### src/rtl/matrix_setup_pkg.sv
package matrix_setup_pkg;

  localparam int SETUP_W = 7;
  localparam int MAX_SETUP = 100;
  localparam int FMT_W = 3;
  localparam int ADDR_W = 8;
  localparam int DATA_W = 32;
  localparam int ROW_W = 3;
  localparam int COL_W = 9;
  localparam int SYNC_STAGES = 2;

  //////////////////////////////////////////////////////////////////////////////
  // Register byte offsets.
  localparam logic [ADDR_W-1:0] EDIT_PTR_OFS = 8'h00;
  localparam logic [ADDR_W-1:0] TRIG_EN_OFS = 8'h04;
  localparam logic [ADDR_W-1:0] RB_FORMAT_OFS = 8'h08;
  localparam logic [ADDR_W-1:0] CONTROL_OFS = 8'h0C;
  localparam logic [ADDR_W-1:0] TRIG_INDEX_OFS = 8'h10;
  localparam logic [ADDR_W-1:0] STATUS_OFS = 8'h14;

  // Field positions.
  localparam int CTRL_RESTORE_BIT = 0;
  localparam int CTRL_CLR_REJECT_BIT = 1;
  localparam int STAT_REJECT_BIT = 0;
  localparam int STAT_STYLE_LSB = 1;
  localparam int STAT_PER_TALK_BIT = 3;
  localparam int STAT_CLOSED_BIT = 4;

  // Reset and default values.
  localparam logic [SETUP_W-1:0] EDIT_PTR_RST = 7'h00;
  localparam logic [SETUP_W-1:0] LIVE_SETUP = 7'h00;
  localparam logic [SETUP_W-1:0] TRIG_INDEX_RST = 7'h00;
  localparam logic TRIG_EN_RST = 1'b0;
  localparam logic [FMT_W-1:0] RB_FORMAT_RST = 3'h0;

  localparam logic [1:0] RESP_OKAY = 2'h0;
  localparam logic [1:0] RESP_SLVERR = 2'h2;

  // Characters of the readback encodings.
  localparam logic [7:0] CHAR_OPEN = 8'h2D;
  localparam logic [7:0] CHAR_CLOSED = 8'h58;
  localparam logic [7:0] CHAR_ROW_A = 8'h41;
  localparam logic [7:0] CHAR_DIGIT_0 = 8'h30;
  localparam logic [7:0] CHAR_HEX_BASE = 8'h37;

  typedef enum logic [1:0] {
    STYLE_FULL = 2'b00,
    STYLE_INSPECT = 2'b01,
    STYLE_CONDENSED = 2'b10,
    STYLE_BINARY = 2'b11
  } rb_style_t;

  function automatic rb_style_t style_of(input logic [FMT_W-1:0] fmt);
    return rb_style_t'(fmt[2:1]);
  endfunction : style_of

  function automatic logic [7:0] hex_char(input logic [3:0] nib);
    return (nib < 4'hA) ? 8'(CHAR_DIGIT_0 + {4'h0, nib}) : 8'(CHAR_HEX_BASE + {4'h0, nib});
  endfunction : hex_char

endpackage : matrix_setup_pkg

### src/rtl/trig_edge_sync.sv
`timescale 1ns/10ps
module trig_edge_sync #(
  parameter int STAGES = matrix_setup_pkg::SYNC_STAGES
) (
  input wire logic aclk,
  input wire logic aresetn,
  input wire logic async_in,
  output logic rise
);

  if (STAGES < 2) begin : g_bad
    $error("trig_edge_sync needs at least two stages");
  end

  typedef struct packed {
    logic [STAGES-1:0] chain;
    logic prev;
  } sync_t;

  sync_t s;
  sync_t n;

  // Only the last chain stage feeds the edge detector.
  always_comb begin
    n = s;
    n.chain = {s.chain[STAGES-2:0], async_in};
    n.prev = s.chain[STAGES-1];
  end

  always_ff @(posedge aclk) begin
    if (!aresetn) begin
      s <= '0;
    end else begin
      s <= n;
    end
  end

  assign rise = s.chain[STAGES-1] & ~s.prev;

endmodule : trig_edge_sync

### src/rtl/matrix_setup_ctrl.sv
// Implementation choices: register access over AXI4-Lite and the address map.
`timescale 1ns/10ps
module matrix_setup_ctrl #(
  parameter int MAX_SETUP = matrix_setup_pkg::MAX_SETUP
) (
  input wire logic aclk,
  input wire logic aresetn,
  input wire logic [matrix_setup_pkg::ADDR_W-1:0] s_axi_awaddr,
  input wire logic s_axi_awvalid,
  output logic s_axi_awready,
  input wire logic [matrix_setup_pkg::DATA_W-1:0] s_axi_wdata,
  input wire logic [3:0] s_axi_wstrb,
  input wire logic s_axi_wvalid,
  output logic s_axi_wready,
  output logic [1:0] s_axi_bresp,
  output logic s_axi_bvalid,
  input wire logic s_axi_bready,
  input wire logic [matrix_setup_pkg::ADDR_W-1:0] s_axi_araddr,
  input wire logic s_axi_arvalid,
  output logic s_axi_arready,
  output logic [matrix_setup_pkg::DATA_W-1:0] s_axi_rdata,
  output logic [1:0] s_axi_rresp,
  output logic s_axi_rvalid,
  input wire logic s_axi_rready,
  input wire logic dev_clear,
  input wire logic bus_trigger,
  input wire logic ext_trigger_pin,
  input wire logic xp_valid,
  input wire logic xp_close,
  input wire logic [matrix_setup_pkg::ROW_W-1:0] xp_row,
  input wire logic [matrix_setup_pkg::COL_W-1:0] xp_col,
  output logic relay_we,
  output logic mem_we,
  output logic [matrix_setup_pkg::SETUP_W-1:0] xp_setup,
  output logic [matrix_setup_pkg::ROW_W-1:0] xp_row_out,
  output logic [matrix_setup_pkg::COL_W-1:0] xp_col_out,
  output logic xp_close_out,
  output logic recall_stb,
  output logic [matrix_setup_pkg::SETUP_W-1:0] recall_setup,
  input wire logic setup_readback_query,
  input wire logic [matrix_setup_pkg::SETUP_W-1:0] query_setup,
  output logic rb_valid,
  output logic [matrix_setup_pkg::SETUP_W-1:0] rb_setup,
  output logic [1:0] rb_style,
  output logic rb_per_talk,
  output logic rb_closed_only,
  input wire logic col_valid,
  input wire logic [7:0] col_bits,
  input wire logic [matrix_setup_pkg::ROW_W-1:0] col_row,
  output logic enc_valid,
  output logic enc_pair,
  output logic [7:0] enc_hi,
  output logic [7:0] enc_lo
);

  localparam int SW = matrix_setup_pkg::SETUP_W;
  localparam int AW = matrix_setup_pkg::ADDR_W;
  localparam int DW = matrix_setup_pkg::DATA_W;
  localparam logic [SW-1:0] MAX_IDX = SW'(MAX_SETUP);
  localparam logic [SW-1:0] FIRST_STORED = 7'h01;

  if (MAX_SETUP < 1 || MAX_SETUP > (2 ** SW) - 1) begin : g_bad
    $error("MAX_SETUP does not fit the setup index");
  end

  typedef struct packed {
    logic [SW-1:0] edit_ptr;
    logic trig_en;
    logic [matrix_setup_pkg::FMT_W-1:0] fmt;
    logic [SW-1:0] trig_idx;
    logic reject;
    logic aw_got;
    logic w_got;
    logic [AW-1:0] waddr;
    logic [DW-1:0] wdata;
    logic wstrb0;
    logic awready;
    logic wready;
    logic bvalid;
    logic [1:0] bresp;
    logic arready;
    logic rvalid;
    logic [1:0] rresp;
    logic [DW-1:0] rdata;
    logic relay_we;
    logic mem_we;
    logic [SW-1:0] xp_setup;
    logic [matrix_setup_pkg::ROW_W-1:0] xp_row;
    logic [matrix_setup_pkg::COL_W-1:0] xp_col;
    logic xp_close;
    logic recall_stb;
    logic [SW-1:0] recall_setup;
    logic rb_valid;
    logic [SW-1:0] rb_setup;
    logic [1:0] rb_style;
    logic rb_per_talk;
    logic rb_closed_only;
    logic enc_valid;
    logic enc_pair;
    logic [7:0] enc_hi;
    logic [7:0] enc_lo;
  } state_t;

  state_t s;
  state_t n;
  logic ext_rise;
  logic wr_fire;
  logic dflt;
  logic trig_accept;
  matrix_setup_pkg::rb_style_t style;
  logic [SW-1:0] idx_next;

  trig_edge_sync #(
    .STAGES(matrix_setup_pkg::SYNC_STAGES)
  ) u_ext_sync (
    .aclk(aclk),
    .aresetn(aresetn),
    .async_in(ext_trigger_pin),
    .rise(ext_rise)
  );

  //////////////////////////////////////////////////////////////////////////////
  assign wr_fire = s.aw_got & s.w_got & ~s.bvalid;
  assign dflt = dev_clear | (wr_fire & s.wstrb0 & (s.waddr == matrix_setup_pkg::CONTROL_OFS)
                & s.wdata[matrix_setup_pkg::CTRL_RESTORE_BIT]);
  assign trig_accept = s.trig_en & (ext_rise | bus_trigger);
  assign style = matrix_setup_pkg::style_of(s.fmt);
  // The index wraps from the last stored setup back to the first one.
  assign idx_next = (s.trig_idx >= MAX_IDX) ? FIRST_STORED : SW'(s.trig_idx + 7'h01);

  always_comb begin
    n = s;
    n.relay_we = 1'b0;
    n.mem_we = 1'b0;
    n.recall_stb = 1'b0;
    n.rb_valid = 1'b0;
    n.enc_valid = 1'b0;

    // Write address and data are taken independently and joined here.
    if (s_axi_awvalid && s.awready) begin
      n.aw_got = 1'b1;
      n.waddr = {s_axi_awaddr[AW-1:2], 2'b00};
    end
    if (s_axi_wvalid && s.wready) begin
      n.w_got = 1'b1;
      n.wdata = s_axi_wdata;
      n.wstrb0 = s_axi_wstrb[0];
    end
    if (s.bvalid && s_axi_bready) begin
      n.bvalid = 1'b0;
    end
    if (s.wdata[matrix_setup_pkg::CTRL_CLR_REJECT_BIT] && wr_fire && s.wstrb0
        && s.waddr == matrix_setup_pkg::CONTROL_OFS) begin
      n.reject = 1'b0;
    end
    if (wr_fire) begin
      n.aw_got = 1'b0;
      n.w_got = 1'b0;
      n.bvalid = 1'b1;
      n.bresp = matrix_setup_pkg::RESP_OKAY;
      // A write without the low byte lane changes nothing.
      case (s.waddr)
        matrix_setup_pkg::EDIT_PTR_OFS: begin
          if (s.wstrb0 && s.wdata > DW'(MAX_SETUP)) begin
            n.reject = 1'b1;
          end else if (s.wstrb0) begin
            n.edit_ptr = s.wdata[SW-1:0];
          end
        end
        matrix_setup_pkg::TRIG_EN_OFS: begin
          if (s.wstrb0 && s.wdata > 32'h0000_0001) begin
            n.reject = 1'b1;
          end else if (s.wstrb0) begin
            n.trig_en = s.wdata[0];
          end
        end
        matrix_setup_pkg::RB_FORMAT_OFS: begin
          if (s.wstrb0 && s.wdata > 32'h0000_0007) begin
            n.reject = 1'b1;
          end else if (s.wstrb0) begin
            n.fmt = s.wdata[matrix_setup_pkg::FMT_W-1:0];
          end
        end
        matrix_setup_pkg::CONTROL_OFS: begin
        end
        default: begin
          n.bresp = matrix_setup_pkg::RESP_SLVERR;
        end
      endcase
    end
    if (dflt) begin
      n.edit_ptr = matrix_setup_pkg::EDIT_PTR_RST;
      n.trig_en = matrix_setup_pkg::TRIG_EN_RST;
      n.fmt = matrix_setup_pkg::RB_FORMAT_RST;
    end

    ////////////////////////////////////////////////////////////////////////////
    if (s.rvalid && s_axi_rready) begin
      n.rvalid = 1'b0;
    end
    if (s_axi_arvalid && s.arready) begin
      n.rvalid = 1'b1;
      n.rresp = matrix_setup_pkg::RESP_OKAY;
      n.rdata = '0;
      case ({s_axi_araddr[AW-1:2], 2'b00})
        matrix_setup_pkg::EDIT_PTR_OFS: n.rdata[SW-1:0] = s.edit_ptr;
        matrix_setup_pkg::TRIG_EN_OFS: n.rdata[0] = s.trig_en;
        matrix_setup_pkg::RB_FORMAT_OFS: n.rdata[matrix_setup_pkg::FMT_W-1:0] = s.fmt;
        matrix_setup_pkg::CONTROL_OFS: n.rdata = '0;
        matrix_setup_pkg::TRIG_INDEX_OFS: n.rdata[SW-1:0] = s.trig_idx;
        matrix_setup_pkg::STATUS_OFS: begin
          n.rdata[matrix_setup_pkg::STAT_REJECT_BIT] = s.reject;
          n.rdata[matrix_setup_pkg::STAT_STYLE_LSB +: 2] = style;
          n.rdata[matrix_setup_pkg::STAT_PER_TALK_BIT] = s.fmt[0]
            & (style != matrix_setup_pkg::STYLE_INSPECT);
          n.rdata[matrix_setup_pkg::STAT_CLOSED_BIT] = (style == matrix_setup_pkg::STYLE_INSPECT);
        end
        default: n.rresp = matrix_setup_pkg::RESP_SLVERR;
      endcase
    end

    ////////////////////////////////////////////////////////////////////////////
    // The trigger path never touches the edit pointer.
    if (trig_accept) begin
      n.trig_idx = idx_next;
      n.recall_stb = 1'b1;
      n.recall_setup = idx_next;
    end

    // Commands go straight to relays or stored bits; nothing else is needed.
    if (xp_valid) begin
      n.relay_we = (s.edit_ptr == matrix_setup_pkg::LIVE_SETUP);
      n.mem_we = (s.edit_ptr != matrix_setup_pkg::LIVE_SETUP);
      n.xp_setup = s.edit_ptr;
      n.xp_row = xp_row;
      n.xp_col = xp_col;
      n.xp_close = xp_close;
    end

    if (setup_readback_query) begin
      n.rb_valid = 1'b1;
      n.rb_setup = query_setup;
      n.rb_style = style;
      n.rb_per_talk = s.fmt[0] & (style != matrix_setup_pkg::STYLE_INSPECT);
      n.rb_closed_only = (style == matrix_setup_pkg::STYLE_INSPECT);
    end

    if (col_valid) begin
      n.enc_pair = 1'b0;
      n.enc_lo = 8'h00;
      n.enc_valid = 1'b1;
      case (style)
        matrix_setup_pkg::STYLE_FULL: begin
          n.enc_hi = col_bits[col_row] ? matrix_setup_pkg::CHAR_CLOSED
                                       : matrix_setup_pkg::CHAR_OPEN;
        end
        matrix_setup_pkg::STYLE_INSPECT: begin
          n.enc_valid = col_bits[col_row];
          n.enc_hi = 8'(matrix_setup_pkg::CHAR_ROW_A + {5'h00, col_row});
        end
        matrix_setup_pkg::STYLE_CONDENSED: begin
          n.enc_pair = 1'b1;
          n.enc_hi = matrix_setup_pkg::hex_char(col_bits[7:4]);
          n.enc_lo = matrix_setup_pkg::hex_char(col_bits[3:0]);
        end
        default: begin
          n.enc_hi = col_bits;
        end
      endcase
    end

    n.awready = ~n.aw_got & ~n.bvalid;
    n.wready = ~n.w_got & ~n.bvalid;
    n.arready = ~n.rvalid;
  end

  always_ff @(posedge aclk) begin
    if (!aresetn) begin
      s <= '0;
      s.edit_ptr <= matrix_setup_pkg::EDIT_PTR_RST;
      s.trig_en <= matrix_setup_pkg::TRIG_EN_RST;
      s.fmt <= matrix_setup_pkg::RB_FORMAT_RST;
      s.trig_idx <= matrix_setup_pkg::TRIG_INDEX_RST;
    end else begin
      s <= n;
    end
  end

  //////////////////////////////////////////////////////////////////////////////
  assign s_axi_awready = s.awready;
  assign s_axi_wready = s.wready;
  assign s_axi_bvalid = s.bvalid;
  assign s_axi_bresp = s.bresp;
  assign s_axi_arready = s.arready;
  assign s_axi_rvalid = s.rvalid;
  assign s_axi_rresp = s.rresp;
  assign s_axi_rdata = s.rdata;
  assign relay_we = s.relay_we;
  assign mem_we = s.mem_we;
  assign xp_setup = s.xp_setup;
  assign xp_row_out = s.xp_row;
  assign xp_col_out = s.xp_col;
  assign xp_close_out = s.xp_close;
  assign recall_stb = s.recall_stb;
  assign recall_setup = s.recall_setup;
  assign rb_valid = s.rb_valid;
  assign rb_setup = s.rb_setup;
  assign rb_style = s.rb_style;
  assign rb_per_talk = s.rb_per_talk;
  assign rb_closed_only = s.rb_closed_only;
  assign enc_valid = s.enc_valid;
  assign enc_pair = s.enc_pair;
  assign enc_hi = s.enc_hi;
  assign enc_lo = s.enc_lo;
endmodule : matrix_setup_ctrl

### config.mk
export PLATFORM = sky130hd
export DESIGN_NAME = matrix_setup_ctrl
export DESIGN_NICKNAME = d
export VERILOG_FILES = /design/src/rtl/matrix_setup_pkg.sv /design/src/rtl/trig_edge_sync.sv /design/src/rtl/matrix_setup_ctrl.sv
export SDC_FILE = /design/constraint.sdc
export NUM_CORES = 1
export LEC_CHECK = 0
export BUFFER_PORTS_ARGS = -buffer_cell sky130_fd_sc_hd__buf_2
export CAP_MARGIN = 20
export CORE_UTILIZATION = 50
export CTS_CLUSTER_DIAMETER = 60
export DETAILED_ROUTE_END_ITERATION = 10
export PLACE_DENSITY_LB_ADDON = 0.25
export RECOVER_POWER = 25
export SYNTH_ARGS = -nofsm -noshare
export SYNTH_HDL_FRONTEND = slang
export SYNTH_SLANG_ARGS = --single-unit
### constraint.sdc
create_clock -name aclk -period 1.92 [get_ports aclk]
set_clock_uncertainty 0.05 [all_clocks]
set_input_delay 0.192 -clock aclk [delete_from_list [all_inputs] [get_ports aclk]]
set_output_delay 0.192 -clock aclk [all_outputs]
set_load 0.02 [all_outputs]
== Word-level counts from Yosys, hierarchy flattened ==
Cells that the tools add are included.

* $add $sub $neg: 6
* Order comparisons: 7
* Equality and inequality tests: 11
* Multiplexer cells: 30
* Bitwise operators: 22
* Reductions and logical operators: 25

{| class="wikitable"
|+ Operators by type and width
! operator !! number
|-
| two-way mux 35 bit || 1
|-
| two-way mux 7 bit || 5
|-
| > comparator 32 x 1 -> 1 bit (second input constant) || 1
|-
| > comparator 32 x 3 -> 1 bit (second input constant) || 1
|-
| > comparator 32 x 7 -> 1 bit (second input constant) || 1
|-
| adder 6 x 4 -> 7 bit (first input constant) || 4
|-
| == test 6 x 2 -> 1 bit (second input constant) || 4
|-
| one-hot mux 8 bit (3 select lines) || 1
|-
| == test 6 x 1 -> 1 bit (second input constant) || 2
|-
| == test 6 x 3 -> 1 bit (second input constant) || 2
|-
| two-way mux 12 bit || 1
|-
| one-hot mux 2 bit (3 select lines) || 2
|-
| AND reduction 4 bit || 3
|-
| logical AND 1 bit || 11
|-
| two-way mux 1 bit || 11
|-
| bitwise AND 1 bit || 10
|-
| NOT 1 bit || 10
|-
| adder 7 x 3 -> 8 bit (first input constant) || 1
|-
| zero test 8 bit || 1
|-
| less-than comparator 4 bit (second input constant) || 2
|-
| two-way mux 8 bit || 1
|-
| adder 7 x 1 -> 7 bit (second input constant) || 1
|-
| greater-or-equal comparator 7 bit (second input constant) || 1
|-
| zero test 7 bit || 1
|-
| other kinds (18) || 23
|}

* Register bits after elaboration: 132
* Input bits: 96
* Output and inout port bits: 101
* Logic and storage cells: 137

== Longest topological paths before layout ==
* Word-level depth: 11
* Gate-level depth with buffers: 6

== Hierarchy ==
Synthesis repeated with hierarchy kept, for this count alone.

* Cells, all modules: 733
* Area, all modules: 6,033.3 um^2

{| class="wikitable"
|+ Modules (own cells, without submodules)
! module !! instances !! cells each !! area each (um^2) !! seq. area each (um^2)
|-
| matrix_setup_ctrl || 1 || 726 || 5,940.7 || 2,522.4
|-
| trig_edge_sync || 1 || 7 || 92.6 || 60.1
|}

== Worst setup path before layout ==
No wires, ideal clock.

* Path kind: register to register
* Start point: reg s, in the netlist s_axi_bvalid
* End point: reg s[154] (netlist name)
* Setup time: 0.072 ns
* Arrival time: 1.713 ns
* Data required time: 1.798 ns
* Slack: 0.086 ns
* Cell stages (with the launch flop): 7
* Buffers on the path: 2
* Period minus slack after synthesis: 1.834 ns
* Cells stage by stage: dfxtp_1 > and4b_1 > clkbuf_1 > a311oi_2 > buf_2 > nand2_1 > mux2i_1

* Cells in the longest elaborated chain, start to end: 7
* Elaborated cells between the ends (all ways): 8
* Those cells by class: bitwise: 6; reduce/logical: 2

{| class="wikitable"
|+ RTL lines
! element !! line !! text
|-
| from (decl) || matrix_setup_ctrl.sv:104 || <nowiki>state_t s;</nowiki>
|-
| from (signal assigned) || matrix_setup_ctrl.sv:285 || <nowiki>s <= n;</nowiki>
|-
| NOT 1 bit * || matrix_setup_ctrl.sv:123 || <nowiki>assign wr_fire = s.aw_got & s.w_got & ~s.bvalid;</nowiki>
|-
| bitwise AND 1 bit * || matrix_setup_ctrl.sv:123 ||
|-
| bitwise AND 1 bit (2 in a row) || matrix_setup_ctrl.sv:124 || <nowiki>assign dflt = dev_clear | (wr_fire & s.wstrb0 & (s.waddr == matrix_setup_pkg::CONTROL_OFS)</nowiki>
|-
| bitwise AND 1 bit || matrix_setup_ctrl.sv:125 || <nowiki>& s.wdata[matrix_setup_pkg::CTRL_RESTORE_BIT]);</nowiki>
|-
| bitwise OR 1 bit || matrix_setup_ctrl.sv:124 ||
|-
| OR reduction 2 bit (no line) || n/a ||
|}

Mark *: on every way between the ends. The rest lies on a longest branch, timed or not.
A chain may end at the register's enable or synchronous reset.

== Worst setup path in the final report ==
* Start point: reg s[109] (netlist name)
* End point: reg s[157] (netlist name)

* Cells in the longest elaborated chain, start to end: 4

{| class="wikitable"
|+ RTL lines
! element !! line !! text
|-
| > comparator 32 x 7 -> 1 bit || matrix_setup_ctrl.sv:164 || <nowiki>if (s.wstrb0 && s.wdata > DW'(MAX_SETUP)) begin</nowiki>
|-
| logical AND 1 bit || matrix_setup_ctrl.sv:164 ||
|-
| NOT 1 bit (no line) || n/a ||
|-
| AND reduction 4 bit (no line) || n/a ||
|}

No other way between the ends.

==> run summary <==
Worst path slowest cell - nor4_1
Post-synthesis compound-gate area fraction - 0.129
Synth-to-Final Area Change - 25.0%
DR iter-0 viols - 354
Detailed placement HPWL - 9990 um
Pins Over Slew Limit - 0
IO Pins - 197
EDFF count, synth - 0
Crit path kind - register to register
Core ar. - 11600 um2
Setup violators final - 0
Worst-Skew Late Latency - 0.41 ns
Final Cycle Share - 0.938
Largest family of logic cells by synthesized area - simple AND/OR/NAND/NOR gates
Die Y - 112 um
Antenna violations before repair - 0
Adder-cell share of the synthesized area - 0.0104
Synth top area cells - dfxtp_1 43%, buf_4 11%, mux2i_1 7.6%, nand2_1 7.5%, a21oi_1 5.8%
Fin Setup TNS - 0 ns
Top cell type's share of synthesized area - 0.429
Post-synth ARST share - 0
Via count - 5339
N_diodes - 0
Status - finished, violations left
Fraction of layout cells with a size suffix above 1 - 0.247
Root Driver - clkbuf_16
Synth area leader - dfxtp_1
Layout Nets - 961
Clock transition at the registers of the reported paths - 0.06 ns
Critical path's top delay family - simple AND/OR/NAND/NOR gates
CP endpoint kind - register
Tot GR Track Use - 0.240
H-tree Lvls - 4
Most used standard cell by instance count after synthesis - dfxtp_1
Multiplexer share of the synthesized area - 0.0895
Pleak - 0.00331 uW
Tightest Pin Transition - 1.46 ns
Vias in the first global route - 5016
Cts bufs inserted - 17
Failing checks - design-rule violations
Crit path time final - 1.80 ns
Post-Syn Area - 6020 um2
Routed Wire Length - 14800 um
Via density - 5.25
Final Util - 0.651
Grt ovf - 0
Synth Area in XOR/XNOR - 0.00727
Register bit total from synthesis - 129
Pre-antenna DRT Iters - 9
First-pass GRT wire length - 23800 um
Sequential cell area fraction in the yosys report - 0.429
Largest net degree at the start of global routing - 89
Routability cong. - 0.857
Die area - 12500 um2
RSZ-0062 raised after global routing - false
CTS tree - done
Unique masters post-synth - 53
Met2 routed WL - 7350 um
Peak supply drop - 0.000494 V
Avg Cell Area, Syn - 8.46 um2
PwrDens - 898 nW/um2
CTS sink count - 129
Ys flop type - dfxtp_1
PortBufs - 161
DRC - 14
WP buf/inv - 2
Final hold violation count - 0
DIE WIDTH - 112 um
Site Rows - 39
CP cell instances - nor4_1 -> nand4_1 -> buf_4 -> nor4_4 -> buf_4 -> mux2i_1
Synth top cells by count - 129 x dfxtp_1, 121 x nand2_1, 87 x buf_4
Fmax - 555 MHz
Per-cell routed wire length - 14.5 um
Worst Path Required - 2.20 ns
Post-CTS setup buffers - 0
Top layer in use - met4
Startpoint types - register
Crit-path most repeated cell - buf_4
Worst min-delay path category - input port to register
Maximum clock insertion buffer count - 2
Yosys warning total - 0
Worst EP arrival - 2.08 ns
Max cap viols - 0
Met3 wire length - 904 um
Worst path max stage delay - 0.33 ns
Met1 Wirelength - 6290 um
Synth Area in Simple Gates - 0.193
Synthesized instance count - 712
Worst-path fanout max - 7
Starting Density - 0.521
Final antenna-violating net count - 0
Worst slew margin - 0.0259
[state kept, by name, indices dropped and copies added, names as in the netlist, 2 cells and up]
name / cells
recall_setup: 7
xp_setup: 7
rb_style: 2
xp_col_out: 9
xp_row_out: 3
s: 53
s_axi_rdata: 7
enc_lo: 7
u_ext_sync.n: 2
enc_hi: 8
rb_setup: 7
[cell usage in the layout (no fill, tap or decap), types with 4 or more instances in the layout]
| cell type | n |
|---|---|
| buf_2 | 156 |
| dfxtp_1 | 129 |
| nand2_1 | 121 |
| a21oi_1 | 70 |
| nor2_1 | 53 |
| dlygate4sd3_1 | 52 |
| mux2i_1 | 46 |
| conb_1 | 28 |
| o21ai_0 | 19 |
| clkbuf_16 | 17 |
| nand3_1 | 16 |
| buf_4 | 12 |
| inv_1 | 10 |
| clkbuf_1 | 8 |
| nand2b_1 | 7 |
| o211ai_1 | 7 |
| mux2_2 | 7 |
| nor4_1 | 6 |
| nor2b_1 | 6 |
| clkinvlp_4 | 6 |
| and2_0 | 5 |
| and3_1 | 5 |
| nor3_1 | 5 |
| a211oi_1 | 5 |
| or3_1 | 5 |
| a31oi_1 | 5 |
| ha_1 | 5 |
| a221oi_1 | 4 |
[report_power, final]
group	leakage [uW]	internal [uW]	switching, uW	total [uW]
sequential	0.00105	2780	66.2	2850
combinational	0.00199	335	457	793
clock	0.000267	1940	1180	3120
total	0.00331	5060	1710	6760
[per-stage QoR]
step	cell area (um2)	power (uW)	cells	hold WS [ns]	setup slack, ns
6_report	7530	6760	1016	0.00423	0.118
5_1_grt	7530	7030	1016	0.00608	0.00953
4_1_cts	7530	6800	1016	0.000259	0.0883
3_5_place_dp	6430	3600	932	0.364	0.108
3_3_place_gp	6430	3580	932	0.359	0.168
2_1_floorplan	6120	3430	739	0.269	0.0859
[layout make-up]
type / count / area, um2
Tap cell: 143 / 179
Sequential cell: 129 / 2580
Multi-Input combinational cell: 472 / 2700
Fill cell: 964 / 4040
Timing Repair Buffer: 229 / 1440
Clock buffer: 19 / 443
Clock inverter: 13 / 138
Inverter: 11 / 41.3
[path summary, 6_finish.rpt]
kind	end	startpoint	cells after the start	slack [ns]
max	s[157]$_SDFFE_PP0P_	s[109]$_SDFFE_PN0P_	6	0.12
min	xp_row_out[2]$_SDFFE_PN0P_	xp_row[2]	3	0.004
max reg2reg	s[157]$_SDFFE_PP0P_	s[109]$_SDFFE_PN0P_	6	0.12
min reg2reg	s[101]$_SDFFE_PN0P_	s[101]$_SDFFE_PN0P_	2	0.41
[what timing repair did]
action,CTS,global route
endpoints found under the hold margin,52,0
hold buffers,52,0
endpoints found under the setup margin,0,7
gates resized for setup,0,2
[logic make-up after synthesis]
group,count (synthesis)
buffers and inverters,138
multiplexers,53
XOR/XNOR,5
AO/OA/AOI/OAI,130
adder cells (fa/ha/maj),5
flip-flops,129
AND/OR/NAND/NOR,251
other,1
[tightest hold or removal path: stages]
cell	delay, ns
buf_2	0.07
mux2i_1	0.05
nor2_1	0.10
[metal layers]
layer,up-vias,global-route usage
li1,2614,-
met1,2504,0.297
met2,204,0.407
met3,17,0.0561
met4,0,0.0865
met5,-,0
Note: power is estimated with default switching activity, not from simulation.
